## src/inc/far_consts.svh

```systemverilog
// Constants for the fault supervision and auto-retry block
//
// Contract
// - Logic-supply loss with enable set enters fail-safe, clears registers, uses direct inputs.
// - Open-load and output-short detections only set flags; each has a disable.
// - Supply undervoltage leaves the serial registers accessible and undisturbed.
// - Supply rise after low period, other supply low, sets power-on flag bit 6.
// - Transition into wake with a supply up also sets the power-on flag.
// - Retry condition is over-current, severe short, over-temperature or undervoltage.
// - Undervoltage and over-temperature retries wait until the cause disappears.
// - With auto-retry disabled, a latchable fault latches the channel off at once.
// - Auto-retry is enabled exactly when retry-select equals the load-type input.
// - A retry sequence starts when fault_control is set and retry condition holds.
// - Channel switches on again after the retry period selected by bits 3:2.
// - Fault gone before exhaustion resumes normal operation, fault bit stays set.
// - Unlimited retry keeps retrying and never latches the channel off.
// - After 15 counted retries set exhausted bit, allow one more, then latch.
// - Delatch turns channel on during retrying without changing the counter.
// - Retry counter reads back in bits 7:4 of the channel config word.
// - Counter clears on fail-safe, wake, power-on, unlimited set, retry disable.
// - Latched channel cleared by unlimited set retries after one period if enabled.
// - Lamp restarts duration counter each retry; motor at first clean period end.
// - Off-state short to supply shows live on fault output, sticky until read.
// - Off-state open load shows live on fault output, sticky until read.
// - Latched fault bits clear on read once cause gone and channel delatched.
`ifndef FAR_CONSTS_SVH
`define FAR_CONSTS_SVH

// Register byte offsets
`define FAR_ADDR_GEN     32'h0000_0000
`define FAR_ADDR_CH0     32'h0000_0008
`define FAR_ADDR_CH1     32'h0000_000C
`define FAR_ADDR_STAT    32'h0000_0010
`define FAR_ADDR_FLT     32'h0000_0014

// Channel config fields
`define FAR_CFG_RSEL     0
`define FAR_CFG_UNL      1
`define FAR_CFG_PER_LO   2
`define FAR_CFG_OS_DIS   6
`define FAR_CFG_OLF_DIS  7
`define FAR_CFG_OLN_DIS  8
`define FAR_CFG_DELATCH  9
`define FAR_CFG_RD_DIS   16

// Status and fault fields
`define FAR_ST_RFULL0    4
`define FAR_ST_POR       6
`define FAR_FLT_CH_W     8
`define FAR_FLT_UV       16

// Retry counter and timing
`define FAR_CNT_MAX      4'hF
`define FAR_TMR_W        24
`define FAR_CLK_MHZ      100
`define FAR_RETRY_T0_MS  10
`define FAR_RETRY_T1_MS  20
`define FAR_RETRY_T2_MS  40
`define FAR_RETRY_T3_MS  80

// Bus responses
`define FAR_RESP_OKAY    2'b00
`define FAR_RESP_SLVERR  2'b10

`endif

```

## src/inc/far_pkg.sv

```systemverilog
// Types of the fault supervision and auto-retry block
package far_pkg;
`include "far_consts.svh"

	typedef enum logic [2:0] {
		FAR_ON    = 3'b001,
		FAR_WAIT  = 3'b010,
		FAR_LATCH = 3'b100
	} far_rstate_t;

	typedef enum logic [2:0] {
		FAR_SEL_NONE, FAR_SEL_GEN, FAR_SEL_CH0, FAR_SEL_CH1,
		FAR_SEL_STAT, FAR_SEL_FLT
	} far_sel_t;

	typedef struct packed {
		far_rstate_t              state;
		logic                     retry_sel;
		logic                     unlimited;
		logic [1:0]               period;
		logic                     os_dis;
		logic                     open_load_off_flag_dis;
		logic                     open_load_on_flag_dis;
		logic [3:0]               cnt;
		logic                     rfull;
		logic                     final_used;
		logic                     fault_control;
		logic [`FAR_TMR_W-1:0]    timer;
		logic                     oc;
		logic                     sc;
		logic                     ot;
		logic                     os;
		logic                     open_load_off_flag;
		logic                     open_load_on_flag;
		logic                     restart_pending;
		logic                     oc_in_period;
	} far_chan_t;

	typedef struct packed {
		far_chan_t [1:0]          chan;
		logic                     uv;
		logic                     por;
		logic                     supply_loss_en;
		logic                     fail_safe;
		logic                     asleep;
		logic                     vpwr_prev;
		logic                     vdd_prev;
		logic [1:0]               chan_on;
		logic [1:0]               restart;
		logic                     fsb_n;
		logic                     aw_got;
		logic                     w_got;
		logic [31:0]              awaddr;
		logic [31:0]              wdata;
		logic [3:0]               wstrb;
		logic                     bvalid;
		logic [1:0]               bresp;
		logic                     rvalid;
		logic [31:0]              rdata;
		logic [1:0]               rresp;
	} far_state_t;

	typedef struct packed {
		logic        awvalid;
		logic [31:0] awaddr;
		logic        wvalid;
		logic [31:0] wdata;
		logic [3:0]  wstrb;
		logic        bready;
		logic        arvalid;
		logic [31:0] araddr;
		logic        rready;
	} far_axi_req_t;

	typedef struct packed {
		logic        awready;
		logic        wready;
		logic        bvalid;
		logic [1:0]  bresp;
		logic        arready;
		logic        rvalid;
		logic [31:0] rdata;
		logic [1:0]  rresp;
	} far_axi_rsp_t;

endpackage : far_pkg

```

## src/core/far_core.sv

```systemverilog
// Fault supervision, auto-retry and off-state diagnostics for two channels
//
// Register access over AXI4-Lite and the register offsets were decided locally.
`include "far_consts.svh"
module far_core #(
	parameter logic [23:0] RETRY_CYC0 =
		24'(`FAR_RETRY_T0_MS * 1000 * `FAR_CLK_MHZ),
	parameter logic [23:0] RETRY_CYC1 =
		24'(`FAR_RETRY_T1_MS * 1000 * `FAR_CLK_MHZ),
	parameter logic [23:0] RETRY_CYC2 =
		24'(`FAR_RETRY_T2_MS * 1000 * `FAR_CLK_MHZ),
	parameter logic [23:0] RETRY_CYC3 =
		24'(`FAR_RETRY_T3_MS * 1000 * `FAR_CLK_MHZ)
) (
	// Clock and reset
	input  wire logic             core_clk,
	input  wire logic             sys_rst,
	// Register bus
	input  far_pkg::far_axi_req_t axi_req,
	output far_pkg::far_axi_rsp_t axi_rsp,
	// Supplies and wake
	input  wire logic             logic_supply_fail,
	input  wire logic             vpwr_above_por,
	input  wire logic             vdd_above_por,
	input  wire logic             wake_reset_n,
	input  wire logic             under_voltage,
	// Channel inputs
	input  wire logic [1:0]       direct_in,
	input  wire logic [1:0]       channel_request,
	input  wire logic [1:0]       load_type_select,
	input  wire logic [1:0]       over_current,
	input  wire logic [1:0]       severe_short,
	input  wire logic [1:0]       over_temperature,
	input  wire logic [1:0]       open_load_on_det,
	input  wire logic [1:0]       out_above_short_thr,
	input  wire logic [1:0]       out_above_openload_thr,
	input  wire logic [1:0]       pwm_period_end,
	// Channel outputs
	output logic [1:0]            channel_on,
	output logic [1:0]            oc_duration_restart,
	output logic                  fault_status_n,
	output logic                  fail_safe
);
	import far_pkg::*;

	localparam far_chan_t  CH_RST = '{state: FAR_ON, default: '0};
	localparam far_state_t ST_RST =
		'{chan: '{CH_RST, CH_RST}, fsb_n: 1'b1, default: '0};

	far_state_t st_ff;
	far_state_t nxt_st;
	logic       [1:0] rcond_w;
	logic       [1:0] hold_w;
	logic       [1:0] en_w;
	logic       [1:0] clr_w;
	logic       [1:0] delatch_w;
	logic             asleep_w;
	logic             wake_evt_w;
	logic             por_evt_w;
	logic             fs_entry_w;
	logic             aw_take;
	logic             w_take;
	logic             ar_take;
	logic             wr_do;
	far_sel_t         wsel;
	far_sel_t         rsel;

	// Address decode shared by the write and read paths
	function automatic far_sel_t far_dec(logic [31:0] a);
		case (a)
			`FAR_ADDR_GEN:  far_dec = FAR_SEL_GEN;
			`FAR_ADDR_CH0:  far_dec = FAR_SEL_CH0;
			`FAR_ADDR_CH1:  far_dec = FAR_SEL_CH1;
			`FAR_ADDR_STAT: far_dec = FAR_SEL_STAT;
			`FAR_ADDR_FLT:  far_dec = FAR_SEL_FLT;
			default:        far_dec = FAR_SEL_NONE;
		endcase
	endfunction : far_dec

	// Retry period in cycles for a period select value
	function automatic logic [23:0] far_period(logic [1:0] p);
		case (p)
			2'b00:   far_period = RETRY_CYC0;
			2'b01:   far_period = RETRY_CYC1;
			2'b10:   far_period = RETRY_CYC2;
			default: far_period = RETRY_CYC3;
		endcase
	endfunction : far_period

	// Read word assembly
	function automatic logic [31:0] far_rd(far_state_t s, far_sel_t sel);
		logic [31:0] r;
		far_chan_t   c;
		r = '0;
		c = (sel == FAR_SEL_CH1) ? s.chan[1] : s.chan[0];
		case (sel)
			FAR_SEL_GEN: r[0] = s.supply_loss_en;
			FAR_SEL_CH0, FAR_SEL_CH1: begin
				r[3:0] = {c.period, c.unlimited, c.retry_sel};
				r[7:4] = c.cnt;
				r[`FAR_CFG_RD_DIS +: 3] = {c.open_load_on_flag_dis, c.open_load_off_flag_dis, c.os_dis};
			end
			FAR_SEL_STAT: begin
				r[1:0] = {s.chan[1].state == FAR_LATCH,
					s.chan[0].state == FAR_LATCH};
				r[`FAR_ST_RFULL0 +: 2] = {s.chan[1].rfull, s.chan[0].rfull};
				r[`FAR_ST_POR] = s.por;
			end
			FAR_SEL_FLT: begin
				for (int k = 0; k < 2; k++) begin
					r[k*`FAR_FLT_CH_W +: 6] = {s.chan[k].open_load_on_flag, s.chan[k].open_load_off_flag,
						s.chan[k].os, s.chan[k].ot, s.chan[k].sc, s.chan[k].oc};
				end
				r[`FAR_FLT_UV] = s.uv;
			end
			default: r = '0;
		endcase
		far_rd = r;
	endfunction : far_rd

	// Bus handshakes and decoded requests
	assign aw_take = axi_req.awvalid && !st_ff.aw_got && !st_ff.bvalid;
	assign w_take  = axi_req.wvalid && !st_ff.w_got && !st_ff.bvalid;
	assign ar_take = axi_req.arvalid && !st_ff.rvalid;
	assign wr_do   = st_ff.aw_got && st_ff.w_got;
	assign wsel    = far_dec(st_ff.awaddr);
	assign rsel    = far_dec(axi_req.araddr);

	// Supply and wake events
	assign asleep_w   = !wake_reset_n && (direct_in == 2'b00);
	assign wake_evt_w = st_ff.asleep && !asleep_w;
	assign por_evt_w  = (vpwr_above_por && !st_ff.vpwr_prev &&
		!vdd_above_por && !st_ff.vdd_prev) ||
		(vdd_above_por && !st_ff.vdd_prev &&
		!vpwr_above_por && !st_ff.vpwr_prev) ||
		(wake_evt_w && ((vpwr_above_por && st_ff.vpwr_prev) ||
		(vdd_above_por && st_ff.vdd_prev)));
	assign fs_entry_w = logic_supply_fail && st_ff.supply_loss_en &&
		!st_ff.fail_safe;

	// Per-channel fault terms
	for (genvar g = 0; g < 2; g++) begin : g_term
		assign rcond_w[g] = over_current[g] | severe_short[g] |
			over_temperature[g] | under_voltage;
		assign hold_w[g] = over_temperature[g] | under_voltage;
		assign en_w[g] = st_ff.chan[g].retry_sel == load_type_select[g];
		assign clr_w[g] = fs_entry_w | wake_evt_w | por_evt_w |
			st_ff.chan[g].unlimited |
			(wr_do && wsel == (g ? FAR_SEL_CH1 : FAR_SEL_CH0) &&
			st_ff.wstrb[0] && en_w[g] &&
			(st_ff.wdata[`FAR_CFG_RSEL] != load_type_select[g]));
		assign delatch_w[g] = wr_do && st_ff.wstrb[1] &&
			wsel == (g ? FAR_SEL_CH1 : FAR_SEL_CH0) &&
			st_ff.wdata[`FAR_CFG_DELATCH];
	end

	// Next-state logic
	always_comb begin
		far_chan_t ch;
		logic      fsb_low;
		logic      rd_stat;
		logic      rd_flt;
		logic      unl_rise;
		ch       = CH_RST;
		fsb_low  = 1'b0;
		rd_stat  = 1'b0;
		rd_flt   = 1'b0;
		unl_rise = 1'b0;
		nxt_st   = st_ff;
		nxt_st.asleep    = asleep_w;
		nxt_st.vpwr_prev = vpwr_above_por;
		nxt_st.vdd_prev  = vdd_above_por;
		nxt_st.restart   = 2'b00;
		// Write channel: capture address and data, then commit
		if (aw_take) begin
			nxt_st.aw_got = 1'b1;
			nxt_st.awaddr = axi_req.awaddr;
		end
		if (w_take) begin
			nxt_st.w_got = 1'b1;
			nxt_st.wdata = axi_req.wdata;
			nxt_st.wstrb = axi_req.wstrb;
		end
		if (wr_do) begin
			nxt_st.aw_got = 1'b0;
			nxt_st.w_got  = 1'b0;
			nxt_st.bvalid = 1'b1;
			nxt_st.bresp  = `FAR_RESP_OKAY;
			case (wsel)
				FAR_SEL_GEN: begin
					if (st_ff.wstrb[0])
						nxt_st.supply_loss_en = st_ff.wdata[0];
				end
				FAR_SEL_CH0, FAR_SEL_CH1: begin
					ch = nxt_st.chan[wsel == FAR_SEL_CH1];
					if (st_ff.wstrb[0]) begin
						ch.retry_sel = st_ff.wdata[`FAR_CFG_RSEL];
						ch.unlimited = st_ff.wdata[`FAR_CFG_UNL];
						ch.period    = st_ff.wdata[`FAR_CFG_PER_LO +: 2];
						ch.os_dis    = st_ff.wdata[`FAR_CFG_OS_DIS];
						ch.open_load_off_flag_dis = st_ff.wdata[`FAR_CFG_OLF_DIS];
					end
					if (st_ff.wstrb[1])
						ch.open_load_on_flag_dis = st_ff.wdata[`FAR_CFG_OLN_DIS];
					nxt_st.chan[wsel == FAR_SEL_CH1] = ch;
				end
				default: nxt_st.bresp = `FAR_RESP_SLVERR;
			endcase
		end else if (st_ff.bvalid && axi_req.bready) begin
			nxt_st.bvalid = 1'b0;
		end
		// Read channel: answer one cycle after the address is taken
		if (ar_take) begin
			nxt_st.rvalid = 1'b1;
			nxt_st.rdata  = far_rd(st_ff, rsel);
			nxt_st.rresp  = (rsel == FAR_SEL_NONE) ?
				`FAR_RESP_SLVERR : `FAR_RESP_OKAY;
			rd_stat = rsel == FAR_SEL_STAT;
			rd_flt  = rsel == FAR_SEL_FLT;
		end else if (st_ff.rvalid && axi_req.rready) begin
			nxt_st.rvalid = 1'b0;
		end
		// Fail-safe entry clears the serial registers; undervoltage does not
		if (fs_entry_w) begin
			nxt_st.fail_safe      = 1'b1;
			nxt_st.supply_loss_en = 1'b0;
			nxt_st.por            = 1'b0;
			nxt_st.uv             = 1'b0;
		end else if (!logic_supply_fail) begin
			nxt_st.fail_safe = 1'b0;
		end
		// Power-on flag: read clears, a new event wins
		if (rd_stat)
			nxt_st.por = 1'b0;
		if (por_evt_w)
			nxt_st.por = 1'b1;
		if (rd_flt && !under_voltage)
			nxt_st.uv = 1'b0;
		if (under_voltage)
			nxt_st.uv = 1'b1;
		// Per-channel supervision
		for (int i = 0; i < 2; i++) begin
			ch = nxt_st.chan[i];
			unl_rise = ch.unlimited && !st_ff.chan[i].unlimited;
			if (fs_entry_w)
				ch = CH_RST;
			// Clear-on-read of the fault word
			if (rd_flt) begin
				if (ch.state != FAR_LATCH) begin
					if (!over_current[i])
						ch.oc = 1'b0;
					if (!severe_short[i])
						ch.sc = 1'b0;
					if (!over_temperature[i])
						ch.ot = 1'b0;
				end
				ch.os    = 1'b0;
				ch.open_load_off_flag = 1'b0;
				if (!open_load_on_det[i])
					ch.open_load_on_flag = 1'b0;
			end
			// Sticky fault capture, sets win over clears
			ch.oc = ch.oc | over_current[i];
			ch.sc = ch.sc | severe_short[i];
			ch.ot = ch.ot | over_temperature[i];
			// Diagnostics flag only, never switch the channel
			if (!st_ff.chan_on[i]) begin
				if (out_above_short_thr[i] && !st_ff.chan[i].os_dis) begin
					ch.os   = 1'b1;
					fsb_low = 1'b1;
				end
				if (out_above_openload_thr[i] && !st_ff.chan[i].open_load_off_flag_dis) begin
					ch.open_load_off_flag = 1'b1;
					fsb_low  = 1'b1;
				end
			end else if (open_load_on_det[i] && !st_ff.chan[i].open_load_on_flag_dis) begin
				ch.open_load_on_flag = 1'b1;
				fsb_low = 1'b1;
			end
			// Retry state machine
			case (ch.state)
				FAR_ON: begin
					if (rcond_w[i]) begin
						ch.fault_control = 1'b1;
						if (!en_w[i] || (!ch.unlimited && ch.final_used)) begin
							ch.state = FAR_LATCH;
						end else begin
							ch.state = FAR_WAIT;
							ch.timer = far_period(ch.period);
						end
					end
				end
				FAR_WAIT: begin
					if (delatch_w[i]) begin
						ch.state         = FAR_ON;
						ch.fault_control = 1'b0;
					end else if (!en_w[i]) begin
						ch.state = FAR_LATCH;
					end else if (!hold_w[i]) begin
						if (ch.timer <= 24'h000001) begin
							ch.state         = FAR_ON;
							ch.fault_control = 1'b0;
							ch.restart_pending = 1'b1;
							ch.oc_in_period  = 1'b0;
							if (!load_type_select[i])
								nxt_st.restart[i] = 1'b1;
							if (!ch.unlimited) begin
								if (ch.cnt == `FAR_CNT_MAX) begin
									ch.final_used = 1'b1;
								end else begin
									ch.cnt = ch.cnt + 4'h1;
									if (ch.cnt == `FAR_CNT_MAX)
										ch.rfull = 1'b1;
								end
							end
						end else begin
							ch.timer = ch.timer - 24'h000001;
						end
					end
				end
				FAR_LATCH: begin
					if (delatch_w[i]) begin
						ch.state         = FAR_ON;
						ch.fault_control = 1'b0;
					end else if (unl_rise && en_w[i]) begin
						ch.state = FAR_WAIT;
						ch.timer = far_period(ch.period);
					end
				end
				default: ch.state = FAR_ON;
			endcase
			// Counter clears, including unlimited taking effect at once
			if (clr_w[i] || ch.unlimited) begin
				ch.cnt        = 4'h0;
				ch.rfull      = 1'b0;
				ch.final_used = 1'b0;
			end
			// Motor mode duration restart at first clean period end
			if (over_current[i])
				ch.oc_in_period = 1'b1;
			if (pwm_period_end[i]) begin
				if (load_type_select[i] && ch.restart_pending &&
					!ch.oc_in_period)
					nxt_st.restart[i] = 1'b1;
				if (!ch.oc_in_period)
					ch.restart_pending = 1'b0;
				ch.oc_in_period = 1'b0;
			end
			if (rcond_w[i] || ch.state != FAR_ON)
				fsb_low = 1'b1;
			nxt_st.chan_on[i] = nxt_st.fail_safe ? direct_in[i] :
				(ch.state == FAR_ON && channel_request[i]);
			nxt_st.chan[i] = ch;
		end
		nxt_st.fsb_n = !fsb_low;
	end

	// State register; the bus keeps working through undervoltage
	always_ff @(posedge core_clk or posedge sys_rst) begin
		if (sys_rst)
			st_ff <= ST_RST;
		else
			st_ff <= nxt_st;
	end

	// Outputs
	assign axi_rsp.awready = !st_ff.aw_got && !st_ff.bvalid;
	assign axi_rsp.wready  = !st_ff.w_got && !st_ff.bvalid;
	assign axi_rsp.bvalid  = st_ff.bvalid;
	assign axi_rsp.bresp   = st_ff.bresp;
	assign axi_rsp.arready = !st_ff.rvalid;
	assign axi_rsp.rvalid  = st_ff.rvalid;
	assign axi_rsp.rdata   = st_ff.rdata;
	assign axi_rsp.rresp   = st_ff.rresp;
	assign channel_on          = st_ff.chan_on;
	assign oc_duration_restart = st_ff.restart;
	assign fault_status_n      = st_ff.fsb_n;
	assign fail_safe           = st_ff.fail_safe;
endmodule : far_core

```

## config.mk

```make
export PLATFORM = sky130hd
export DESIGN_NAME = far_core
export DESIGN_NICKNAME = d
export VERILOG_FILES = /design/src/inc/far_pkg.sv /design/src/core/far_core.sv
export VERILOG_INCLUDE_DIRS = /design/src /design/src/inc
export SDC_FILE = /design/constraint.sdc
export NUM_CORES = 1
export LEC_CHECK = 0
export BUFFER_PORTS_ARGS = -buffer_cell sky130_fd_sc_hd__clkbuf_2
export CORE_MARGIN = 3
export CORE_UTILIZATION = 45
export DETAILED_ROUTE_END_ITERATION = 12
export PLACE_DENSITY = 0.69
export REMOVE_ABC_BUFFERS = 1
export SKIP_LAST_GASP = 1
export SYNTH_ARGS = -nofsm -noshare
export SYNTH_HDL_FRONTEND = slang
export SYNTH_SLANG_ARGS = --single-unit
```

## constraint.sdc

```tcl
create_clock -name core_clk -period 6.7 [get_ports core_clk]
set_input_delay 1.34 -clock core_clk [delete_from_list [all_inputs] [get_ports core_clk]]
set_output_delay 1.34 -clock core_clk [all_outputs]
set_load 0.01 [all_outputs]
```

* Word-level counts from Yosys, hierarchy flattened
Index checks and enable logic that the tools add are counted.
** Cells by class
- Add/sub/neg operators :: 4
- $mul :: 0
- Div/mod/pow operators :: 0
- $lt $le $gt $ge :: 4
- Eq/ne operators :: 42
- Shift operators :: 0
- Muxes and demuxes :: 172
- Bitwise logic cells :: 20
- Reductions and logical operators :: 113
** Operators with widths (number)
- $mux 49 :: 5
- $mux 24 :: 10
- $mux 98 :: 2
- $pmux 25 s3 :: 2
- $pmux 23 s3 :: 2
- $eq 32x4->1 const B :: 4
- $eq 32x5->1 const B :: 4
- $mux 31 :: 4
- $bwmux 98 :: 1
- $mux 6 :: 14
- $mux 1 :: 77
- $logic_not 32->1 :: 2
- $mux 3 :: 19
- $logic_and 1x1->1 :: 56
- $mux 25 :: 2
- $demux 49 s1 :: 1
- $le 24x1->1 const B :: 2
- $sub 24x1->24 const B :: 2
- $mux 46 :: 1
- $mux 2 :: 18
- $pmux 3 s5 :: 2
- $logic_not 1->1 :: 27
- $or 1x1->1 :: 20
- $eq 3x1->1 const B :: 6
- other kinds (29) :: 72
** Storage, ports and cells
- Flip-flop bits (word level) :: 179
- Latch bits :: 0
- RAM bits :: 0
- ROM bits :: 0
- Input bits :: 132
- Output and inout port bits :: 47
- Logic and storage cells :: 415
- Memories kept :: 0

* Longest topological paths before layout
Gate-level depths: netlist (run 1).
- Depth in word-level cells :: 26
- Depth in mapped cells :: 16
- Mapped depth without buffers :: 11

* Least setup slack after synthesis (run 1)
OpenSTA, ideal clock, no wires.
- Kind :: input -> register
- Start point :: input logic_supply_fail
- End point :: register st_ff[195] (netlist bit)
- Setup time :: 138 ps
- Arrival time :: 4369 ps
- Required time :: 6562 ps
- Path slack :: 2193 ps
- Stages :: 15
- Buffers on the path :: 5
- Cells stage by stage :: nand3b_1 > clkbuf_1 > clkbuf_1 > clkbuf_1 > clkbuf_1 > nand2_1 > ha_1 > nor2_1 > o211ai_1 > a31oi_1 > nand4_1 > clkbuf_1 > nor4b_1 > mux2i_1 > o211ai_1
** RTL lines
- start: declaration :: RTL line far_core.sv:22 : input wire logic logic_supply_fail,
- end signal: assignment :: RTL line far_core.sv:363 : st_ff <= nxt_st;
- end: declaration :: RTL line far_core.sv:50 : far_state_t st_ff;

==> flow_summary.ini, run 1 <==
[routing]
via_per_inst = 6.06
wl_per_cell_microns = 18.9
drc = 0
drtIter0Drc = 1000
dr_total_vias = 8895
firstDrtPassIters = 7
drt_wl_total_microns = 27800
final_antenna_net_count = 0

[final_layout]
fin_cells = 1469
syn2layout_area_growth_pct = 12.2
n_fill_cell = 2038
layout-drive-gt1-share_pct = 21.0
fin_nets = 1328
ff_latch_area_sq_mm = 0.00433
multiInputGateArea_sq_mm = 0.00527
diodes = 0

[timing]
worst_pin_slew_ns = 1.16
tns_ns = 0
timing.slew.headroom_pct = 22.4
finalSetupViolCount = 0
hold_viol_final = 0
rsz0062_at_grt = no
layout_setup_ws_ns = 2.61
slew_violations = 0
finalCritPeriodShare_pct = 61.1
post-route-min-period_ns = 4.09
finClkSkew_ns = 0.0124
clock.fmax_ghz = 0.244

[die]
num_rows = 54
dieHeight_microns = 156
die_area_sq_mm = 0.0244
ioPinCount = 179
fp.dieW_microns = 156
core_sq_mm = 0.0220
start_util_pct = 46.1

[worst_setup_path]
rrSetupSlack_ns = 3.00
timing.rr.start = st_ff[91]
cp.required_ns = 7.06
endpoint = st_ff[189]
worst-setup-path-type = in -> reg
startpoint = logic_supply_fail
arrival_ns = 4.45
rr_endpoint = st_ff[142]
worstRegToRegCells = 7
cp-end-kind = flop
path_max_fanout = 31
cp-start-kind = primary input

[global_route]
antenna_found_initial = 0
grt.total_usage_pct = 22.9
overflow = 0
grt_max_degree = 109
grt_pass1_wl_microns = 45100
grt_pass1_vias = 8696

[pwr]
p_sw_share_pct = 41.4
p_leak_nw = 5.03
p_comb_share_pct = 38.6
irDropWorstVdd_v = 0.000250
seq_power_share_pct = 38.8
p_clk_share_pct = 22.6
p_switching_mw = 1.79
powerDensity_mw_per_mm2 = 381
p_int_mw = 2.54

[synth]
ys_types = 77
yosys_most_used_dff = dfrtp_1
synth_seq_cells = 173
synth_top_area_share_pct = 41.9
syn-cell-area_sq_mm = 0.0101
yosys-top-cells-area = dfrtp_1 42%, mux2_2 4.9%, nor2_1 3.8%, nand2_1 3.4%, mux2i_1 3.2%
yosys-top-cells-count = 170 x dfrtp_1, 103 x nor2_1, 91 x nand2_1, 60 x o21ai_0, 44 x mux2_2
postSynthCellCount = 1085
synth_warnings = 0
ys_seq_area_share_pct = 42.7
async_reset_ff_share_pct = 100
syn_avg_cell_area_sq_um = 9.35
synth_top_area_cell = dfrtp_1
synth_edf_count = 0
yosysMostFrequentCell = dfrtp_1

[placed_design]
post-dp-hpwl_microns = 20000
gp_congestion = 0.905
io_buffer_count = 135
placed_cells = 1437
post-place-ws_ns = 2.19

[clock_tree]
htreeDepth = 4
postCtsSetupRepairBufs = 0
cts_tree = built
cts_buffers = 17
hold_buffers = 0
cts.sink_count = 173
clk_path_buf_depth = 2
clkSlewWorstSetupHoldPaths_ns = 0.08
root_buffer = clkbuf_16
clkLatencyLatePin_ns = 0.44
cts_resized = 0

[hold_path]
hold_class = reg -> reg

[flow_run]
drv_cap = 0

[status]
status = finished, final reports clean
-- power groups by stage --
| stage | logic (mW) | clock network, mW | registers, mW |
|---|---|---|---|
| final | 1.67 | 0.981 | 1.68 |
| after global routing | 1.85 | 1.04 | 1.73 |
| after CTS | 1.65 | 0.994 | 1.67 |
| after detailed placement | 1.64 | 0 | 1.69 |
| after global placement | 1.62 | 0 | 1.68 |
| after floorplan | 1.20 | 0 | 1.59 |
-- cells in the final DEF (no fill, tap or decap), types with 10 or more instances in the layout --
| master | count |
|---|---|
| a211oi_1 | 10 |
| a21o_1 | 14 |
| a21oi_1 | 34 |
| a221o_1 | 10 |
| a31oi_1 | 20 |
| and2_1 | 14 |
| and3_1 | 13 |
| buf_4 | 12 |
| clkbuf_16 | 17 |
| clkbuf_2 | 135 |
| conb_1 | 17 |
| dfrtp_1 | 170 |
| ha_1 | 20 |
| inv_1 | 24 |
| mux2_2 | 44 |
| mux2i_1 | 32 |
| nand2_1 | 91 |
| nand2b_1 | 10 |
| nand3_1 | 27 |
| nand4_1 | 16 |
| nor2_1 | 103 |
| nor3_1 | 39 |
| nor3b_1 | 11 |
| nor4_1 | 38 |
| o211ai_1 | 16 |
| o21ai_0 | 60 |
| or3_1 | 11 |
| or4_1 | 12 |
| xor2_1 | 10 |
-- layout make-up --
cell class / instances / area share, %
Clock inverter: 13 / 1.05
Multi-Input combinational cell: 812 / 46.3
Timing Repair Buffer: 147 / 6.72
Clock buffer: 19 / 3.98
Inverter: 25 / 0.868
Tap cell: 280 / 3.08
Sequential cell: 173 / 38.0
-- cells by family after synthesis --
logic type	count (synthesis)	share of synthesized area [%]
and+or+nand+nor	429	22.0
AOI/OAI and AO/OA	253	17.3
DFF	173	42.7
buffers and inverters	116	6.02
muxes	76	8.04
adders and majority gates	20	2.47
xor gates and xnor gates	17	1.47
other	1	0.0369
-- sequential cells by signal, indices dropped and copies added, names as in the netlist --
signal and count:
axi_rsp 21, fail_safe 1, channel_on 2, st_ff 146, fault_status_n 1, oc_duration_restart 2
-- layer usage --
layer / global-route usage, % / vias to the layer above / wire length (microns)
li1: - / 4170 / -
met1: 31.4 / 4302 / 12500
met2: 35.1 / 369 / 12400
met3: 5.05 / 54 / 2070
met4: 9.42 / 0 / 853
met5: 0 / - / 0
-- metrics by stage --
stage / hold slack (ns) / util (%) / total power, mW / instance area, sq um
global placement: 0.459 / 49.1 / 3.30 / 10800
floorplan: 0.442 / - / 2.80 / 9690
CTS: 0.485 / 51.7 / 4.32 / 11400
finish: 0.484 / 51.7 / 4.34 / 11400
detailed placement: 0.468 / 49.1 / 3.33 / 10800
global route: 0.500 / 51.7 / 4.62 / 11400
-- worst max-delay path, cell delays in order --
cell and delay (ns):
clkbuf_2 0.11, nand3b_1 0.09, buf_4 0.34, nand2_1 0.16, ha_1 0.26, nor2_1 0.22, o211ai_1 0.15, a31oi_1 0.25
nand4_1 0.47, or4_1 0.62, or3_1 0.33, o211ai_1 0.10
-- how the worst min path moves through the flow --
stage                          start         end  slack (ns)  cells after the start
after floorplan           st_ff[127]  st_ff[127]        0.44                      1
after global placement    st_ff[176]  st_ff[176]        0.46                      1
after detailed placement  st_ff[173]  st_ff[173]        0.47                      1
after CTS                 st_ff[173]  st_ff[173]        0.49                      1
after global routing      axi_rsp[2]  axi_rsp[2]        0.50                      2
final                     st_ff[173]  st_ff[173]        0.48                      1
(Power assumes the default switching activity.)
==> run 2, diff against run 1 <==
--- a/config.mk
+++ b/config.mk
@@ -6,11 +6,12 @@
 export SDC_FILE = /design/constraint.sdc
 export NUM_CORES = 1
 export LEC_CHECK = 0
+export ABC_AREA = 1
 export BUFFER_PORTS_ARGS = -buffer_cell sky130_fd_sc_hd__clkbuf_2
 export CORE_MARGIN = 3
 export CORE_UTILIZATION = 45
 export DETAILED_ROUTE_END_ITERATION = 12
-export PLACE_DENSITY = 0.69
+export PLACE_DENSITY = 0.68
 export REMOVE_ABC_BUFFERS = 1
 export SKIP_LAST_GASP = 1
 export SYNTH_ARGS = -nofsm -noshare
==> constraint.sdc (replaced) <==
create_clock -name core_clk -period 3.9 [get_ports core_clk]
set_input_delay 0.78 -clock core_clk [delete_from_list [all_inputs] [get_ports core_clk]]
set_output_delay 0.78 -clock core_clk [all_outputs]
set_load 0.01 [all_outputs]
==> run 2 against run 1 <==
Net effect:
- setup slack lost 2.0 ns
- synthesized cell count grew 62%
- sequential share of layout area shrank 6.2 points
- utilization grew 0.28 points
- via count grew 35%
- first-iteration DRC count shrank 5.8%
- hold slack lost 0.043 ns
- design area grew 20%
- critical path depth grew 1
- clock power grew 91%
- highest routed layer unchanged
==> flow_summary.ini, run 2 <==
[placed_design]
gp_congestion = 0.987
placed_cells = 2206
io_buffer_count = 135
post-dp-hpwl_microns = 27800

[synth]
yosys_most_used_dff = dfrtp_1
synth_top_area_cell = dfrtp_1
yosysMostFrequentCell = nand2_1
ys_seq_area_share_pct = 36.0
syn-cell-area_sq_mm = 0.0120
syn_avg_cell_area_sq_um = 6.84
yosys-top-cells-area = dfrtp_1 35%, nand2_1 13%, inv_1 7.4%, nor2_1 7.2%, nand3_1 5.8%
synth_warnings = 0
postSynthCellCount = 1761
synth_seq_cells = 173
synth_edf_count = 0
ys_types = 60
async_reset_ff_share_pct = 100
yosys-top-cells-count = 430 x nand2_1, 239 x inv_1, 231 x nor2_1, 170 x dfrtp_1, 139 x nand3_1
synth_top_area_share_pct = 35.3

[die]
start_util_pct = 46.0
die_area_sq_mm = 0.0288
core_sq_mm = 0.0262
num_rows = 59
dieHeight_microns = 170
ioPinCount = 179
fp.dieW_microns = 170

[timing]
tns_ns = 0
timing.slew.headroom_pct = 23.4
worst_pin_slew_ns = 1.15
hold_viol_final = 0
clock.fmax_ghz = 0.302
finalSetupViolCount = 0
post-route-min-period_ns = 3.31
finalCritPeriodShare_pct = 84.8
finClkSkew_ns = 0.0153
rsz0062_at_grt = no
slew_violations = 0
hold_ws_ns = 0.441

[routing]
via_per_inst = 5.37
firstDrtPassIters = 6
final_antenna_net_count = 0
drtIter0Drc = 942
wl_per_cell_microns = 16.3
dr_total_vias = 12021
drt_wl_total_microns = 36500
drc = 0

[worst_setup_path]
cp-end-kind = flop
timing.rr.start = st_ff[117]
worstRegToRegCells = 13
cp.required_ns = 4.27
worst-setup-path-type = reg -> reg
arrival_ns = 3.68
path_max_fanout = 19
cp-start-kind = flop
rrSetupSlack_ns = 0.59
rr_endpoint = st_ff[147]

[pwr]
irDropWorstVdd_v = 0.000331
p_leak_nw = 7.07
power_mw = 7.87
powerDensity_mw_per_mm2 = 578

[clock_tree]
root_buffer = clkbuf_16
cts_buffers = 17
clk_path_buf_depth = 2
cts_resized = 0
clkLatencyLatePin_ns = 0.45
cts.sink_count = 173
postCtsSetupRepairBufs = 0
cts_tree = built
hold_buffers = 0
htreeDepth = 4
clkSlewWorstSetupHoldPaths_ns = 0.09

[global_route]
overflow = 0
grt_pass1_wl_microns = 59300
grt_pass1_vias = 11432
antenna_found_initial = 0
grt.total_usage_pct = 25.6
grt_max_degree = 78

[final_layout]
layout_common_cells = 429 x nand2_1, 238 x inv_1, 231 x nor2_1
layout_commonest_cell = nand2_1
largest_register_ffs = 146
fin_cells = 2238
regMostFlops = st_ff
diodes = 0
layout-drive-gt1-share_pct = 16.3
syn2layout_area_growth_pct = 13.2
fin_nets = 2042

[status]
status = finished, final reports clean

[flow_run]
drv_cap = 0

[hold_path]
hold_class = in -> async
==> run 2: cell count changes in the layout (fill, tap and decap cells not counted), moves of 30 or more <==
cell,delta
a21oi_1,+33
inv_1,+214
mux2i_1,-32
nand2_1,+338
nand3_1,+112
nor2_1,+128
nor4_1,-30
o21ai_0,+54
==> run 2: cells by family (layout without fill, tap and decap cells) <==
| group | count (synthesis) | in the layout | synth area share [%] |
|---|---|---|---|
| AO/OA/AOI/OAI | 258 | 258 | 12.2 |
| XOR/XNOR | 7 | 7 | 0.509 |
| adder cells (fa/ha/maj) | 20 | 20 | 2.08 |
| buffers and inverters | 327 | 453 | 11.9 |
| flip-flops | 173 | 173 | 36.0 |
| multiplexers | 15 | 15 | 1.40 |
| other | 1 | 17 | 0.0311 |
| AND/OR/NAND/NOR | 960 | 960 | 35.9 |
==> run 2: report_power, final <==
| group | switching (mW) | internal, mW | leakage, nW | total, mW |
|---|---|---|---|---|
| clock | 0.966 | 0.905 | 0.307 | 1.87 |
| sequential | 0.237 | 2.27 | 2.12 | 2.50 |
| combinational | 2.38 | 1.12 | 4.65 | 3.50 |
| total | 3.58 | 4.29 | 7.07 | 7.87 |
==> run 2: critical path: stages (launching register included) <==
cell and delay, ns:
dfrtp_1 0.47, nand2_2 0.11, nor2_4 0.55, buf_4 0.39
nor2_1 0.17, nor2_1 0.28, nand4_1 0.13, nor2_1 0.18
nand2_1 0.08, nor3_2 0.38, inv_1 0.17, o21ai_1 0.15
nand3_1 0.08, nand4_1 0.08
==> run 2: layout make-up <==
cell class	count	area (sq um)
Fill cell	2632	12600
Multi-Input combinational cell	1277	6340
Sequential cell	173	4330
Timing Repair Buffer	171	958
Inverter	250	947
Clock buffer	17	425
Tap cell	335	419
Clock inverter	15	206
==> run 2: per-layer routing <==
| metal | part of all wire [%] | track usage, % | wire (microns) |
|---|---|---|---|
| met3 | 6.7 | 4.03 | 2450 |
| met2 | 46 | 41.0 | 16600 |
| met4 | 2.3 | 7.65 | 826 |
| met5 | 0 | 0 | 0 |
| met1 | 45 | 35.9 | 16600 |
==> run 2: worst max-delay path by stage <==
stage	startpoint	endpoint	cells past startpoint
after floorplan	sys_rst	axi_rsp[10]	1
after global placement	logic_supply_fail	st_ff[140]	17
after detailed placement	logic_supply_fail	st_ff[140]	17
after CTS	st_ff[80]	st_ff[198]	15
after global routing	st_ff[74]	st_ff[198]	15
final	st_ff[117]	st_ff[147]	13
==> run 2: metrics by stage <==
step	area, sq um	setup WS [ns]	utilization, %
3_5_place_dp	13000	0.239	49.6
6_report	13600	0.592	52.0
5_1_grt	13600	0.356	52.0
2_1_floorplan	11600	-1.56	-
4_1_cts	13600	0.662	52.0
3_3_place_gp	13000	0.302	49.6
==> run 3, diff against run 2 <==
--- a/config.mk
+++ b/config.mk
@@ -6,12 +6,12 @@
 export SDC_FILE = /design/constraint.sdc
 export NUM_CORES = 1
 export LEC_CHECK = 0
-export ABC_AREA = 1
+export ABC_AREA = 0
 export BUFFER_PORTS_ARGS = -buffer_cell sky130_fd_sc_hd__clkbuf_2
 export CORE_MARGIN = 3
 export CORE_UTILIZATION = 45
 export DETAILED_ROUTE_END_ITERATION = 12
-export PLACE_DENSITY = 0.68
+export PLACE_DENSITY = 0.72
 export REMOVE_ABC_BUFFERS = 1
 export SKIP_LAST_GASP = 1
 export SYNTH_ARGS = -nofsm -noshare
==> constraint.sdc (replaced) <==
create_clock -name core_clk -period 2.87 [get_ports core_clk]
set_input_delay 0.574 -clock core_clk [delete_from_list [all_inputs] [get_ports core_clk]]
set_output_delay 0.574 -clock core_clk [all_outputs]
set_load 0.01 [all_outputs]
==> run 3 against run 2 <==
Net effect:
- count of clock-buffer cells in the layout unchanged
- hold slack worse by 0.24 ns
- utilization up 5.3 points
- largest power group unchanged
- largest cell class unchanged
- first-iteration DRC count down 6.5%
- register-to-register slack worse by 0.55 ns
==> flow_summary.ini, run 3 (synthesis gave the netlist of run 1 again) <==
[worst_setup_path]
worst-setup-path-type = reg -> reg
cp-start-kind = flop
timing.rr.start = st_ff[131]
crit_slowest_cell = or4_4
slowest_delay_ns = 0.55
endpoint = st_ff[138]
cp.required_ns = 3.18
worstRegToRegCells = 8
rrSetupSlack_ns = 0.05
startpoint = st_ff[131]
rr_endpoint = st_ff[138]
cp-end-kind = flop
cp_cell_sequence = or4_4 -> or4_4 -> o311a_4 -> buf_4 -> and3_2 -> buf_4 -> a221oi_1 -> nand3_1
arrival_ns = 3.14
path_max_fanout = 4

[die]
start_util_pct = 46.1
core_sq_mm = 0.0220
num_rows = 54
die_area_sq_mm = 0.0244
ioPinCount = 179
dieHeight_microns = 156
fp.dieW_microns = 156

[routing]
drt_wl_total_microns = 29900
met2WireLength_microns = 13600
dr_wl_met3_microns = 2370
via_per_inst = 5.98
dr_total_vias = 9486
wl_per_cell_microns = 18.9
drtIter0Drc = 881
wl_met1_microns = 13200
firstDrtPassIters = 5
top_layer = met4
drc = 0
final_antenna_net_count = 0

[global_route]
grt_max_degree = 68
grt_pass1_wl_microns = 47600
overflow = 0
grt_pass1_vias = 8930
grt.total_usage_pct = 24.3
antenna_found_initial = 0

[placed_design]
io_buffer_count = 135
post-place-ws_ns = -0.239
post-dp-hpwl_microns = 22100
gp_congestion = 0.910

[final_layout]
largest_register_ffs = 146
layout_commonest_cell = dfrtp_1
utilization_pct = 57.3
fin_nets = 1446
layout-drive-gt1-share_pct = 30.7
regMostFlops = st_ff
n_fill_cell = 1908
syn2layout_area_growth_pct = 24.3
diodes = 0
layout_common_cells = 170 x dfrtp_1, 135 x clkbuf_2, 123 x buf_4

[clock_tree]
htreeDepth = 4
cts_buffers = 17
clkSlewWorstSetupHoldPaths_ns = 0.09
clk_path_buf_depth = 2
cts.sink_count = 173
cts_tree = built
clkLatencyLatePin_ns = 0.44
root_buffer = clkbuf_16

[hold_path]
hold_class = in -> async

[timing]
worst_pin_slew_ns = 0.746
finClkSkew_ns = 0.0158
slew_violations = 0
hold_viol_final = 0
timing.slew.headroom_pct = 50.2
rsz0062_at_grt = yes
post-route-min-period_ns = 2.82
finalSetupViolCount = 0
finalCritPeriodShare_pct = 98.4
clock.fmax_ghz = 0.354
layout_setup_ws_ns = 0.0450

[status]
status = finished, final reports clean

[pwr]
p_leak_nw = 5.68
irDropWorstVdd_v = 0.000762
powerDensity_mw_per_mm2 = 880

[flow_run]
drv_cap = 0
run 3: repair_timing:
| action | in CTS | in global routing |
|---|---|---|
| gates resized for setup | 4 | 43 |
| endpoints found under the setup margin | 19 | 45 |
| pin swaps | 1 | 12 |
| setup buffers | 1 | 7 |
| endpoints found under the hold margin | 0 | 0 |
| hold buffers | 0 | 0 |
run 3: power breakdown:
part	internal, mW	leakage (nW)	switching [mW]
combinational	2.16	3.20	2.58
clock	1.21	0.305	1.23
sequential	3.15	2.18	0.766
total	6.52	5.68	4.58
run 3: per-layer routing:
metal	GRT usage (%)	up-vias
met1	34.4	4631
met3	4.36	42
met2	38.0	421
li1	-	4392
met5	0	-
met4	7.75	0
run 3: area by class of cell:
cell class | instances | area (sq um) | area share (%)
multi-input cells | 812 | 5450 | 43.2
flip-flops and latches | 173 | 4330 | 34.4
repair buffers | 265 | 1740 | 13.8
clock buffers | 17 | 425 | 3.37
well taps | 280 | 350 | 2.78
clock inverters | 15 | 211 | 1.68
inverters | 25 | 98.8 | 0.784
run 3: worst min-delay path by stage:
stage,from,endpoint,slack [ns],depth (start not counted)
global route,sys_rst,axi_rsp[14],0.25,2
floorplan,st_ff[127],st_ff[127],0.44,1
detailed placement,st_ff[175],st_ff[175],0.47,1
finish,sys_rst,axi_rsp[14],0.20,2
CTS,sys_rst,axi_rsp[14],0.24,2
global placement,st_ff[176],st_ff[176],0.46,1
run 3: worst max-delay path, delay by kind of cell, from the launching register on:
kind                   cells  cell delay, ns
AO/OA/AOI/OAI              2            0.63
flip-flops                 1            0.38
AND/OR/NAND/NOR            4            1.40
buffers and inverters      2            0.29
run 3: per-stage QoR:
stage | instances | hold slack (ns) | power [mW] | setup TNS (ns) | area [sq um]
floorplan | 1010 | 0.442 | 6.53 | -475.73 | 9690
global placement | 1547 | 0.461 | 8.32 | -3.18 | 11700
detailed placement | 1547 | 0.466 | 8.42 | -5.14 | 11700
CTS | 1580 | 0.242 | 10.9 | 0 | 12400
global route | 1587 | 0.248 | 11.8 | -0.144 | 12600
finish | 1587 | 0.200 | 11.1 | 0 | 12600
